--- src/hdl/sel_map.vh ---
// Constants for the sensor exposure and row-valid timing block.
// Assumes a single clock; included by bare name from the design file.
//
// Behaviour
// Format field picks one of three row-strobe shapes
// Third format: continuous strobe XOR field strobe
// Exposure from shutter rows plus sub-row delay
// Exposure = width x row time - 182 - delay
// Row time = columns + blanking (+8 border) ticks
// Shutter beyond frame rows adds blanking rows
// Effective shutter width clamped to limit registers
// Delay N removes N master clocks from exposure
// Software keeps delay below row time minus overhead
// Excess delay may suppress the image
// Odd rows integrate first, then even rows
// Composite output enabled out of reset
// Standard pin sets default, register can override
// NTSC pads three black lines at bottom
// PAL: 480 image rows, 24 black top/bottom
// External video supplier must send proper stream
// Software picks flicker-safe exposure multiples
// Software keeps shutter within frame rows
// Software leaves video settings at defaults
// Exposure changes apply at next frame start
`ifndef SEL_MAP_VH
`define SEL_MAP_VH

// Register offsets
`define SEL_REG_CTRL      8'h00
`define SEL_REG_COLW      8'h04
`define SEL_REG_HBLANK    8'h05
`define SEL_REG_SHUTTER   8'h09
`define SEL_REG_DELAY     8'h0c
`define SEL_REG_SW_MIN    8'h13
`define SEL_REG_SW_MAX    8'h14
`define SEL_REG_STATUS    8'h30
`define SEL_REG_EXPO_LO   8'h31
`define SEL_REG_EXPO_HI   8'h32
`define SEL_REG_ROWS      8'h33

// Control field positions
`define SEL_CTRL_VIDEO_EN 0
`define SEL_CTRL_PAL      1
`define SEL_CTRL_EXT      2
`define SEL_CTRL_BORDER   8
`define SEL_CTRL_FMT_HI   15
`define SEL_CTRL_FMT_LO   14

// Row strobe formats
`define SEL_FMT_GATED     2'h0
`define SEL_FMT_CONT      2'h1
`define SEL_FMT_XOR       2'h2

// Reset values
`define SEL_RST_COLW      16'h0280
`define SEL_RST_HB_NTSC   16'h00d2
`define SEL_RST_HB_PAL    16'h00d8
`define SEL_RST_SHUTTER   16'h01d6
`define SEL_RST_SW_MIN    16'h0001
`define SEL_RST_SW_MAX    16'h07ff

// Timing figures, in master clocks, rows or pixels, then the video black level
`define SEL_PIX_MCLK      16'h0002
`define SEL_BORDER_PIX    16'h0008
`define SEL_INT_OVERHEAD  32'h0000_00b6
`define SEL_SH_OVH_NTSC   32'h0000_0164
`define SEL_SH_OVH_PAL    32'h0000_0170
`define SEL_ROWS_NTSC     16'h020d
`define SEL_ROWS_PAL      16'h0271
`define SEL_ACT_NTSC      16'h00f3
`define SEL_ACT_PAL       16'h0108
`define SEL_VBO_NTSC      16'h0013
`define SEL_VBO_PAL       16'h0030
`define SEL_TOP_NTSC      16'h0000
`define SEL_TOP_PAL       16'h0018
`define SEL_IMG_NTSC      16'h01e3
`define SEL_IMG_PAL       16'h01e0
`define SEL_BLACK_LEVEL   8'h10

`endif

--- src/hdl/sel_top.v ---
// Row/field strobe generator, exposure calculator and video source mux.
// Assumes a plain register port and sensor pixel data on CLK_I, and asynchronous pins elsewhere.
`timescale 1ns/1ps
`include "sel_map.vh"

module sel_top #(
    parameter PIX_DIV = 2               // Clocks per pixel tick
) (
    input  wire        CLK_I,           // System clock
    input  wire        RST_I,           // Synchronous reset, high
    input  wire [7:0]  ADDR_I,          // Register address
    input  wire [15:0] WR_DATA_I,       // Register write data
    input  wire        WR_I,            // Write strobe
    input  wire        RD_I,            // Read strobe
    output reg  [15:0] RD_DATA_O,       // Read data, cycle after strobe
    input  wire        STD_PAL_PIN_I,   // Broadcast standard pin, high = PAL
    input  wire [7:0]  PIX_DATA_I,      // Sensor pixel data, same clock
    input  wire [7:0]  EXT_DATA_I,      // External video pins
    output reg         PIX_TICK_O,      // One pulse per pixel tick
    output reg         ROW_STROBE_O,    // Row-valid output
    output reg         FIELD_STROBE_O,  // Field-valid output
    output reg         ODD_FIELD_O,     // High during odd field
    output reg  [9:0]  ROW_ADDR_O,      // Sensor row being read
    output reg         BLACK_ROW_O,     // Current row is black padding
    output reg  [7:0]  VIDEO_DATA_O,    // Data to the encoder
    output reg         VIDEO_EN_O,      // Composite output enable
    output reg         STD_PAL_O        // Active standard, high = PAL
);

    //------------------------------------------------------------
    // Helpers
    //------------------------------------------------------------
    // Larger of two 16-bit values
    function [15:0] sel_max;
        input [15:0] a;
        input [15:0] b;
        begin
            sel_max = (a > b) ? a : b;
        end
    endfunction

    // Per-standard selection of a 16-bit constant
    function [15:0] sel_std;
        input        pal;
        input [15:0] n;
        input [15:0] p;
        begin
            sel_std = pal ? p : n;
        end
    endfunction

    //------------------------------------------------------------
    // Register state
    //------------------------------------------------------------
    reg  [15:0] ctrl_r;                 // Control word
    reg  [15:0] colw_r;                 // Column width, pixels
    reg  [15:0] hblank_r;               // Row blank count, pixels
    reg  [15:0] shutter_r;              // Shutter width, rows
    reg  [15:0] delay_r;                // Shutter delay, master clocks
    reg  [15:0] sw_min_r;               // Shutter lower limit
    reg  [15:0] sw_max_r;               // Shutter upper limit
    reg  [2:0]  pin_q_r;                // Standard pin synchroniser
    reg  [7:0]  ext_q1_r;               // External data, first stage
    reg  [7:0]  ext_q2_r;               // External data, second stage
    reg  [7:0]  ext_q3_r;               // External data, third stage
    reg  [7:0]  ext_data_r;             // Accepted external byte

    wire        pal      = ctrl_r[`SEL_CTRL_PAL];
    wire        border   = ctrl_r[`SEL_CTRL_BORDER];
    wire [1:0]  fmt      = ctrl_r[`SEL_CTRL_FMT_HI:`SEL_CTRL_FMT_LO];
    wire        pin_ok   = (pin_q_r[1] == pin_q_r[2]);

    // Synchronisers run free; only the agreed value is used.
    // The pin and the external byte come from other clock domains.
    // Each passes three stages, and a value is accepted only once
    // stages two and three agree, so a byte caught mid-change is
    // never passed on. Limitation: the external stream must hold
    // each byte for at least two clocks or bytes are dropped.
    always @(posedge CLK_I) begin
        pin_q_r  <= {pin_q_r[1:0], STD_PAL_PIN_I};
        ext_q1_r <= EXT_DATA_I;
        ext_q2_r <= ext_q1_r;
        ext_q3_r <= ext_q2_r;
        // Byte taken only when stages two and three agree
        if (ext_q2_r == ext_q3_r) begin
            ext_data_r <= ext_q3_r;
        end
    end

    //------------------------------------------------------------
    // Register writes
    //------------------------------------------------------------
    // Standard pin is captured while reset is held, so software
    // sees the strapped default without any write.
    always @(posedge CLK_I) begin
        if (RST_I) begin
            // Video on by default
            ctrl_r    <= 16'h0001 | (16'h0001 << `SEL_CTRL_BORDER);
            colw_r    <= `SEL_RST_COLW;
            shutter_r <= `SEL_RST_SHUTTER;
            delay_r   <= 16'h0000;
            sw_min_r  <= `SEL_RST_SW_MIN;
            sw_max_r  <= `SEL_RST_SW_MAX;
            // Pin sets default standard
            if (pin_ok) begin
                ctrl_r[`SEL_CTRL_PAL] <= pin_q_r[2];
                hblank_r <= sel_std(pin_q_r[2], `SEL_RST_HB_NTSC, `SEL_RST_HB_PAL);
            end else begin
                hblank_r <= `SEL_RST_HB_NTSC;
            end
        end else if (WR_I) begin
            // Standard reachable as register
            if (ADDR_I == `SEL_REG_CTRL) begin
                ctrl_r <= WR_DATA_I;
            end else if (ADDR_I == `SEL_REG_COLW) begin
                colw_r <= WR_DATA_I;
            end else if (ADDR_I == `SEL_REG_HBLANK) begin
                hblank_r <= WR_DATA_I;
            end else if (ADDR_I == `SEL_REG_SHUTTER) begin
                // Shutter width in rows
                shutter_r <= WR_DATA_I;
            end else if (ADDR_I == `SEL_REG_DELAY) begin
                // Sub-row delay
                delay_r <= WR_DATA_I;
            end else if (ADDR_I == `SEL_REG_SW_MIN) begin
                sw_min_r <= WR_DATA_I;
            end else if (ADDR_I == `SEL_REG_SW_MAX) begin
                sw_max_r <= WR_DATA_I;
            end
        end
    end

    //------------------------------------------------------------
    // Settings taken at frame start
    //------------------------------------------------------------
    reg  [15:0] sw_f_r;                 // Clamped shutter width
    reg  [15:0] delay_f_r;              // Delay in use
    reg  [15:0] rt_pix_f_r;             // Row time in pixel ticks
    reg  [15:0] colw_f_r;               // Active pixels per row
    reg  [15:0] rows_f_r;               // Rows in this frame
    reg         pal_f_r;                // Standard in use
    reg  [31:0] expo_r;                 // Exposure, master clocks
    reg         no_image_r;             // Delay beyond its maximum

    // Exposure arithmetic runs every cycle on the live registers;
    // only the frame-end edge copies the results, so software may
    // write the settings in any order within a frame.
    // Clamp to limit registers
    wire [15:0] sw_eff = (shutter_r < sw_min_r) ? sw_min_r :
                         (shutter_r > sw_max_r) ? sw_max_r : shutter_r;
    // Row time with optional border
    wire [15:0] rt_pix = colw_r + hblank_r + (border ? `SEL_BORDER_PIX : 16'h0000);
    wire [15:0] std_rows = sel_std(pal, `SEL_ROWS_NTSC, `SEL_ROWS_PAL);
    wire [31:0] rt_mclk = rt_pix * `SEL_PIX_MCLK;
    // Width times row time
    wire [31:0] expo_raw = sw_eff * rt_mclk;
    // Delay N removes N clocks
    wire [31:0] expo_sub = `SEL_INT_OVERHEAD + {16'h0000, delay_r};
    // Maximum delay uses the borderless row time
    wire [31:0] rt_nb    = (colw_r + hblank_r) * `SEL_PIX_MCLK;
    wire [31:0] sh_ovh   = pal ? `SEL_SH_OVH_PAL : `SEL_SH_OVH_NTSC;

    //------------------------------------------------------------
    // Pixel and row counters
    //------------------------------------------------------------
    // Divider, column and row counters; the row counter restarts at
    // the frame-end edge, the same edge that loads the next settings.
    reg  [7:0]  div_r;                  // Pixel tick divider
    reg  [15:0] col_r;                  // Pixel within row
    reg  [15:0] row_r;                  // Row within frame
    wire [31:0] div_last  = PIX_DIV - 1; // Last divider count
    wire        tick      = ({24'h000000, div_r} == div_last);
    wire        row_end   = tick && (col_r >= rt_pix_f_r - 16'h0001);
    wire        frame_end = row_end && (row_r >= rows_f_r - 16'h0001);

    always @(posedge CLK_I) begin
        if (RST_I) begin
            div_r <= 8'h00;
            col_r <= 16'h0000;
            row_r <= 16'h0000;
        end else begin
            div_r <= tick ? 8'h00 : div_r + 8'h01;
            if (row_end) begin
                col_r <= 16'h0000;
                row_r <= frame_end ? 16'h0000 : row_r + 16'h0001;
            end else if (tick) begin
                col_r <= col_r + 16'h0001;
            end
        end
    end

    // Load frame settings; a frame never mixes two exposures
    always @(posedge CLK_I) begin
        if (RST_I) begin
            sw_f_r     <= `SEL_RST_SHUTTER;
            delay_f_r  <= 16'h0000;
            rt_pix_f_r <= `SEL_RST_COLW + `SEL_RST_HB_NTSC + `SEL_BORDER_PIX;
            colw_f_r   <= `SEL_RST_COLW;
            rows_f_r   <= `SEL_ROWS_NTSC;
            pal_f_r    <= 1'b0;
            expo_r     <= 32'h0000_0000;
            no_image_r <= 1'b0;
        end else if (frame_end) begin
            // Apply at frame start
            sw_f_r     <= sw_eff;
            delay_f_r  <= delay_r;
            rt_pix_f_r <= rt_pix;
            colw_f_r   <= colw_r + (border ? `SEL_BORDER_PIX : 16'h0000);
            pal_f_r    <= pal;
            // Long shutter stretches frame
            rows_f_r   <= sel_max(std_rows, sw_eff);
            // Floor at zero
            expo_r     <= (expo_raw > expo_sub) ? expo_raw - expo_sub : 32'h0000_0000;
            // Delay beyond maximum
            no_image_r <= ({16'h0000, delay_r} + sh_ovh > rt_nb);
        end
    end

    //------------------------------------------------------------
    // Field layout
    //------------------------------------------------------------
    // Rows 0 to act-1 are the odd field, then the odd blanking rows,
    // then the even field; the rows after that up to the frame end
    // are blanking, which is where a long shutter adds its rows.
    wire [15:0] act     = sel_std(pal_f_r, `SEL_ACT_NTSC, `SEL_ACT_PAL);
    wire [15:0] vbo     = sel_std(pal_f_r, `SEL_VBO_NTSC, `SEL_VBO_PAL);
    wire [15:0] top     = sel_std(pal_f_r, `SEL_TOP_NTSC, `SEL_TOP_PAL);
    wire [15:0] img     = sel_std(pal_f_r, `SEL_IMG_NTSC, `SEL_IMG_PAL);
    wire [15:0] even_st = act + vbo;
    // Odd field first
    wire        in_odd  = (row_r < act);
    wire        in_even = (row_r >= even_st) && (row_r < even_st + act);
    wire [15:0] fld_row = in_odd ? row_r : row_r - even_st;
    // Interleaved picture line, odd field on even-numbered lines
    wire [15:0] line    = {fld_row[14:0], in_even};
    // Black padding rows
    wire        black   = (line < top) || (line >= top + img);
    // Suppress image when delay too long
    wire        fld_on  = (in_odd || in_even) && !no_image_r;
    wire        pix_on  = (col_r < colw_f_r);

    // Row strobe shape
    reg         row_nxt;
    always @* begin
        // Format select
        case (fmt)
            `SEL_FMT_CONT: begin
                row_nxt = pix_on;
            end
            `SEL_FMT_XOR: begin
                // Continuous XOR field
                row_nxt = pix_on ^ fld_on;
            end
            default: begin
                row_nxt = pix_on && fld_on;
            end
        endcase
    end

    //------------------------------------------------------------
    // Registered outputs
    //------------------------------------------------------------
    // Outputs follow the counters by one cycle
    always @(posedge CLK_I) begin
        if (RST_I) begin
            PIX_TICK_O     <= 1'b0;
            ROW_STROBE_O   <= 1'b0;
            FIELD_STROBE_O <= 1'b0;
            ODD_FIELD_O    <= 1'b0;
            ROW_ADDR_O     <= 10'h000;
            BLACK_ROW_O    <= 1'b0;
            VIDEO_DATA_O   <= 8'h00;
            VIDEO_EN_O     <= 1'b1;
            STD_PAL_O      <= 1'b0;
        end else begin
            PIX_TICK_O     <= tick;
            ROW_STROBE_O   <= row_nxt;
            FIELD_STROBE_O <= fld_on;
            ODD_FIELD_O    <= in_odd;
            // Odd rows 2k+1, even rows 2k
            ROW_ADDR_O     <= {fld_row[8:0], in_odd};
            BLACK_ROW_O    <= fld_on && black;
            // Output enable from register
            VIDEO_EN_O     <= ctrl_r[`SEL_CTRL_VIDEO_EN];
            STD_PAL_O      <= pal_f_r;
            // External stream bypasses sensor and padding
            if (ctrl_r[`SEL_CTRL_EXT]) begin
                VIDEO_DATA_O <= ext_data_r;
            end else if (!fld_on || black) begin
                VIDEO_DATA_O <= `SEL_BLACK_LEVEL;
            end else begin
                VIDEO_DATA_O <= PIX_DATA_I;
            end
        end
    end

    //------------------------------------------------------------
    // Register reads
    //------------------------------------------------------------
    // The two exposure halves are not latched together; both stay
    // fixed for a whole frame, so read them within one frame.
    // Data stands only in the cycle after the strobe
    always @(posedge CLK_I) begin
        if (RST_I) begin
            RD_DATA_O <= 16'h0000;
        end else if (!RD_I) begin
            RD_DATA_O <= 16'h0000;
        end else if (ADDR_I == `SEL_REG_CTRL) begin
            RD_DATA_O <= ctrl_r;
        end else if (ADDR_I == `SEL_REG_COLW) begin
            RD_DATA_O <= colw_r;
        end else if (ADDR_I == `SEL_REG_HBLANK) begin
            RD_DATA_O <= hblank_r;
        end else if (ADDR_I == `SEL_REG_SHUTTER) begin
            RD_DATA_O <= shutter_r;
        end else if (ADDR_I == `SEL_REG_DELAY) begin
            RD_DATA_O <= delay_r;
        end else if (ADDR_I == `SEL_REG_SW_MIN) begin
            RD_DATA_O <= sw_min_r;
        end else if (ADDR_I == `SEL_REG_SW_MAX) begin
            RD_DATA_O <= sw_max_r;
        end else if (ADDR_I == `SEL_REG_STATUS) begin
            RD_DATA_O <= {13'h0000, in_odd, pal_f_r, no_image_r};
        end else if (ADDR_I == `SEL_REG_EXPO_LO) begin
            RD_DATA_O <= expo_r[15:0];
        end else if (ADDR_I == `SEL_REG_EXPO_HI) begin
            RD_DATA_O <= expo_r[31:16];
        end else if (ADDR_I == `SEL_REG_ROWS) begin
            RD_DATA_O <= rows_f_r;
        end else begin
            // Unmapped addresses read zero
            RD_DATA_O <= 16'h0000;
        end
    end

endmodule // sel_top

--- config.mk ---
export PLATFORM = sky130hd
export DESIGN_NAME = sel_top
export DESIGN_NICKNAME = d
export VERILOG_FILES = /design/src/hdl/sel_top.v
export VERILOG_INCLUDE_DIRS = /design/src /design/src/hdl
export SDC_FILE = /design/constraint.sdc
export NUM_CORES = 2
export LEC_CHECK = 0
export BUFFER_PORTS_ARGS = -buffer_cell sky130_fd_sc_hd__buf_2
export CAP_MARGIN = 30
export CORE_MARGIN = 2
export CORE_UTILIZATION = 45
export CTS_BUF_LIST = sky130_fd_sc_hd__clkbuf_4 sky130_fd_sc_hd__clkbuf_8
export CTS_CLUSTER_SIZE = 10
export DETAILED_ROUTE_END_ITERATION = 12
export GPL_TIMING_DRIVEN = 0
export PLACE_DENSITY_LB_ADDON = 0.2
export SLEW_MARGIN = 40
export SYNTH_ARGS = -nofsm -noshare
export SYNTH_HDL_FRONTEND = slang
export SYNTH_SLANG_ARGS = --single-unit
--- constraint.sdc ---
create_clock -name CLK_I -period 28.2 [get_ports CLK_I]
set_input_delay 4.23 -clock CLK_I [delete_from_list [all_inputs] [get_ports CLK_I]]
set_output_delay 4.23 -clock CLK_I [all_outputs]
set_load 0.01 [all_outputs]
==> results by group <==
Synth
  • Net count after synthesis: 3732
  • Cells taking the most area after synthesis: sky130_fd_sc_hd__dfxtp_1, sky130_fd_sc_hd__fa_1, sky130_fd_sc_hd__ha_1
  • Synth Flop Type: sky130_fd_sc_hd__dfxtp_1
  • Number of flip-flops and latches in the synthesized netlist: 309
  • Proportion of register bits with asynchronous set or reset after synthesis: 0%
  • Most frequently used cell type in the post-synthesis netlist: sky130_fd_sc_hd__nand2_1
  • Proportion of synthesized chip area in sequential cells: 23.5%
  • Yosys warning count: 0
  • Post-synth cell types: 91
  • Most used standard cells in the synthesized netlist: sky130_fd_sc_hd__nand2_1, sky130_fd_sc_hd__inv_1, sky130_fd_sc_hd__dfxtp_1, sky130_fd_sc_hd__ha_1, sky130_fd_sc_hd__nor2_1
  • Number of enable-type register cells in the synthesized netlist: 25
  • Area of the mapped netlist: 27400 sq um
  • Largest area contributor in the synthesized netlist: sky130_fd_sc_hd__dfxtp_1
  • Yosys top cell area share: 20.8%
  • Syn_area_per_cell: 8.57 sq um
  • Cells after Synth: 3197

Floorplanning
  • Number of top-level pins: 86
  • Effective utilization at floorplan: 45.5%
  • Die outline area: 62900 sq um
  • Chip width: 251 microns
  • Number of standard-cell rows in the floorplan: 90
  • Die Height: 251 microns
  • Core Box Area: 60200 sq um

Worst setup path
  • Data arrival, critical path: 13.04 ns
  • Critical Path Sink: expo_r[29]
  • Category of the worst setup path capture point: flop
  • Required time at the endpoint of the critical path: 28.70 ns
  • Worst setup startpoint: sw_min_r[14]
  • Setup crit start kind: flop
  • Capturing point of the worst reg2reg path: expo_r[29]
  • Largest stage delay on the critical path: 0.72 ns
  • Stages on the worst setup path: 40
  • Reg-to-reg startpoint: sw_min_r[14]
  • Dominant delay contributor by cell family on the critical path: adder cells
  • Most numerous cell on the critical path: sky130_fd_sc_hd__inv_1
  • Reg2reg path depth: 40
  • Crit path buf inv count: 10
  • Type of the worst setup path: flop to flop
  • Critical Path Slowest Stage Cell: sky130_fd_sc_hd__clkbuf_1
  • Peak fanout along the critical path: 10
  • Reg-to-reg setup timing slack: 15.66 ns

Drt
  • DRC Markers: 0
  • Drt first-iter violations: 1906
  • DR vias: 23300
  • Remaining number of nets flagged by the antenna check after routing: 0
  • Ratio of routed vias to standard cells: 5.62
  • First-pass detailed-route iteration total: 6
  • WL final: 88700 microns
  • Routed wire per std cell: 21.4 microns

Flow run
  • Max-capacitance violation count: 0

Clock tree
  • Setup repair bufs after CTS: 0
  • Clock tree from TritonCTS: yes
  • H-Tree Level Count: 2
  • Root Buffer: sky130_fd_sc_hd__clkbuf_8
  • Clock-pin slew of the registers on the worst-case setup and hold paths: 0.07 ns
  • Worst-Skew Late Latency: 0.62 ns
  • Number of hold-repair buffers added at the cts stage: 0
  • PostCTS Resize Cnt: 0
  • Maximum number of buffers from clock root to sink: 3
  • Total clock buffers created by CTS: 48
  • # clock sinks: 309

Timing
  • Least setup slack across all paths after layout: 15.66 ns
  • Final slew viol count: 0
  • Worst relative slew slack: 39.2%
  • Minimum hold slack: 0.329 ns
  • Final Critical Period: 12.54 ns
  • Slew at the pin closest to its max-slew limit: 0.907 ns
  • Setup total negative slack: 0 ns
  • Fin Clk Skew: 0.0379 ns
  • Unrepaired setup endpoints after global routing: no
  • Total of endpoints with negative setup slack in the final report: 0
  • Achievable Freq: 0.0797 GHz
  • Hold Violations, Final: 0
  • Final critical-path share of the clock period: 44.5%

Placed design
  • Hpwl dp: 70700 microns
  • Post-placement worst setup slack: 15.79 ns
  • Number of input and output port buffers inserted: 83
  • Placer congestion estimate: 0.973

Global routing
  • GRT Overall Usage: 28.2%
  • Antenna violations before repair: 1
  • Wire length of the first global-routing pass: 136000 microns
  • GRT overflow: 0
  • Number of global-route vias before repair: 22500
  • Largest net degree at the start of global routing: 17

Worst hold path
  • Tightest Hold Check Type: flop to flop

Final layout
  • Core utilization of the finished layout: 49.9%
  • Multi-input combinational cell area: 19200 sq um
  • Post-synthesis to final-layout area growth: 9.85%
  • Filler Cell Count: 5851
  • Reg area: 6440 sq um
  • Number of nets in the layout: 3867
  • Fraction of layout cells with a size suffix above 1: 8.88%

Pwr
  • Post-route total power: 0.00420 W
  • Maximum VDD drop: 0.283 mV
  • Cell leakage power: 13.3 nW
  • Cell Pwr Density: 140 nW/um^2

Outcome
  • Result of the run: completed
==> worst min-delay path by stage <==
stage,startpoint,end,slack [ns],cells past startpoint
final,ext_q1_r[1],ext_q2_r[1],0.33,0
after global routing,ext_q1_r[6],ext_q2_r[6],0.34,0
after CTS,ext_q1_r[1],ext_q2_r[1],0.33,0
after detailed placement,ext_q1_r[1],ext_q2_r[1],0.32,0
after global placement,pin_q_r[0],pin_q_r[1],0.31,0
after floorplan,ext_q1_r[0],ext_q2_r[0],0.31,0
==> power by group <==
part	total [W]	leakage [nW]	switching (W)	internal (W)
sequential	0.000455	2.54	0.00000660	0.000449
combinational	0.00331	10.2	0.00201	0.00130
clock	0.000434	0.581	0.000192	0.000242
total	0.00420	13.3	0.00221	0.00199
==> layout by cell type (no fill, tap or decap), types with 10 or more instances in the layout <==
cell type,Yosys,routed
sky130_fd_sc_hd__nand2_1,447,447
sky130_fd_sc_hd__inv_1,350,350
sky130_fd_sc_hd__dfxtp_1,284,284
sky130_fd_sc_hd__ha_1,281,281
sky130_fd_sc_hd__nor2_1,220,219
sky130_fd_sc_hd__fa_1,209,209
sky130_fd_sc_hd__a21oi_1,186,185
sky130_fd_sc_hd__clkbuf_1,119,116
sky130_fd_sc_hd__xnor2_1,115,109
sky130_fd_sc_hd__buf_2,4,88
sky130_fd_sc_hd__o21ai_0,80,75
sky130_fd_sc_hd__xor2_1,71,69
sky130_fd_sc_hd__clkbuf_8,0,63
sky130_fd_sc_hd__nand2b_1,62,62
sky130_fd_sc_hd__nor2b_1,55,55
sky130_fd_sc_hd__and2_1,44,44
sky130_fd_sc_hd__nand3_1,42,42
sky130_fd_sc_hd__a21o_1,42,42
sky130_fd_sc_hd__o21ai_2,31,39
sky130_fd_sc_hd__nor3_1,42,38
sky130_fd_sc_hd__o21a_1,29,29
sky130_fd_sc_hd__a31oi_1,28,28
sky130_fd_sc_hd__a211o_1,25,25
sky130_fd_sc_hd__a22o_1,25,25
sky130_fd_sc_hd__edfxtp_1,25,25
sky130_fd_sc_hd__nand4_1,24,24
sky130_fd_sc_hd__a211oi_1,25,24
sky130_fd_sc_hd__and3_1,23,23
sky130_fd_sc_hd__a221o_1,20,20
sky130_fd_sc_hd__mux2i_1,19,19
sky130_fd_sc_hd__a22oi_1,18,18
sky130_fd_sc_hd__nand3b_1,16,16
sky130_fd_sc_hd__or3_1,14,14
sky130_fd_sc_hd__o21bai_1,14,14
sky130_fd_sc_hd__or2_2,14,14
sky130_fd_sc_hd__o221ai_1,14,14
sky130_fd_sc_hd__mux2_2,13,13
sky130_fd_sc_hd__nor4_1,16,12
sky130_fd_sc_hd__a221oi_1,11,11
sky130_fd_sc_hd__clkbuf_4,0,10
==> layer usage <==
| layer | global-route usage, % | up-vias | routed length [microns] |
|---|---|---|---|
| met1 | 39.4 | 11200 | 39200 |
| met5 | 0 | - | 0 |
| met4 | 8.73 | 0 | 3090 |
| li1 | - | 11100 | - |
| met3 | 6.12 | 170 | 8040 |
| met2 | 43.5 | 920 | 38400 |
==> sequential cells by signal, summed over array words and instances (netlist names), 3 cells and up <==
signal / cells
delay_r: 16
ext_q3_r: 8
rows_f_r: 16
sw_max_r: 16
colw_f_r: 16
ext_data_r: 8
pin_q_r: 3
col_r: 16
hblank_r: 16
ext_q2_r: 8
rt_pix_f_r: 16
sw_min_r: 16
div_r: 8
VIDEO_DATA_O: 8
expo_r: 32
colw_r: 16
ctrl_r: 16
shutter_r: 16
ext_q1_r: 8
row_r: 16
RD_DATA_O: 16
ROW_ADDR_O: 10
==> cell type report <==
cell class / count / area share [%]
clock inverter: 14 / 0.516
inverter: 351 / 4.38
sequential: 309 / 21.4
tap: 782 / 3.25
multi-input combinational: 2401 / 64.0
antenna: 1 / 0.00832
buffer: 136 / 1.93
timing repair buffer: 85 / 1.43
clock buffer: 73 / 3.13
==> cells by family (layout without fill, tap and decap cells) <==
group           Yosys count  in the layout  synth area share [%]
flops                   309            309                  23.5
other cells               0              1                     0
fa+ha+maj               490            490                  28.1
mux                      35             35                  1.48
buf+inv                 487            659                  6.91
compound gates          637            637                  16.0
simple gates           1053           1053                  18.0
xor+xnor                186            186                  5.95
==> stage by stage <==
stage	area (sq um)	instances
floorplan	27400	3197
global placement	28800	4062
detailed placement	29000	4064
CTS	30000	4151
global route	30100	4151
finish	30100	4152
Note: power is estimated with default switching activity, not from simulation.
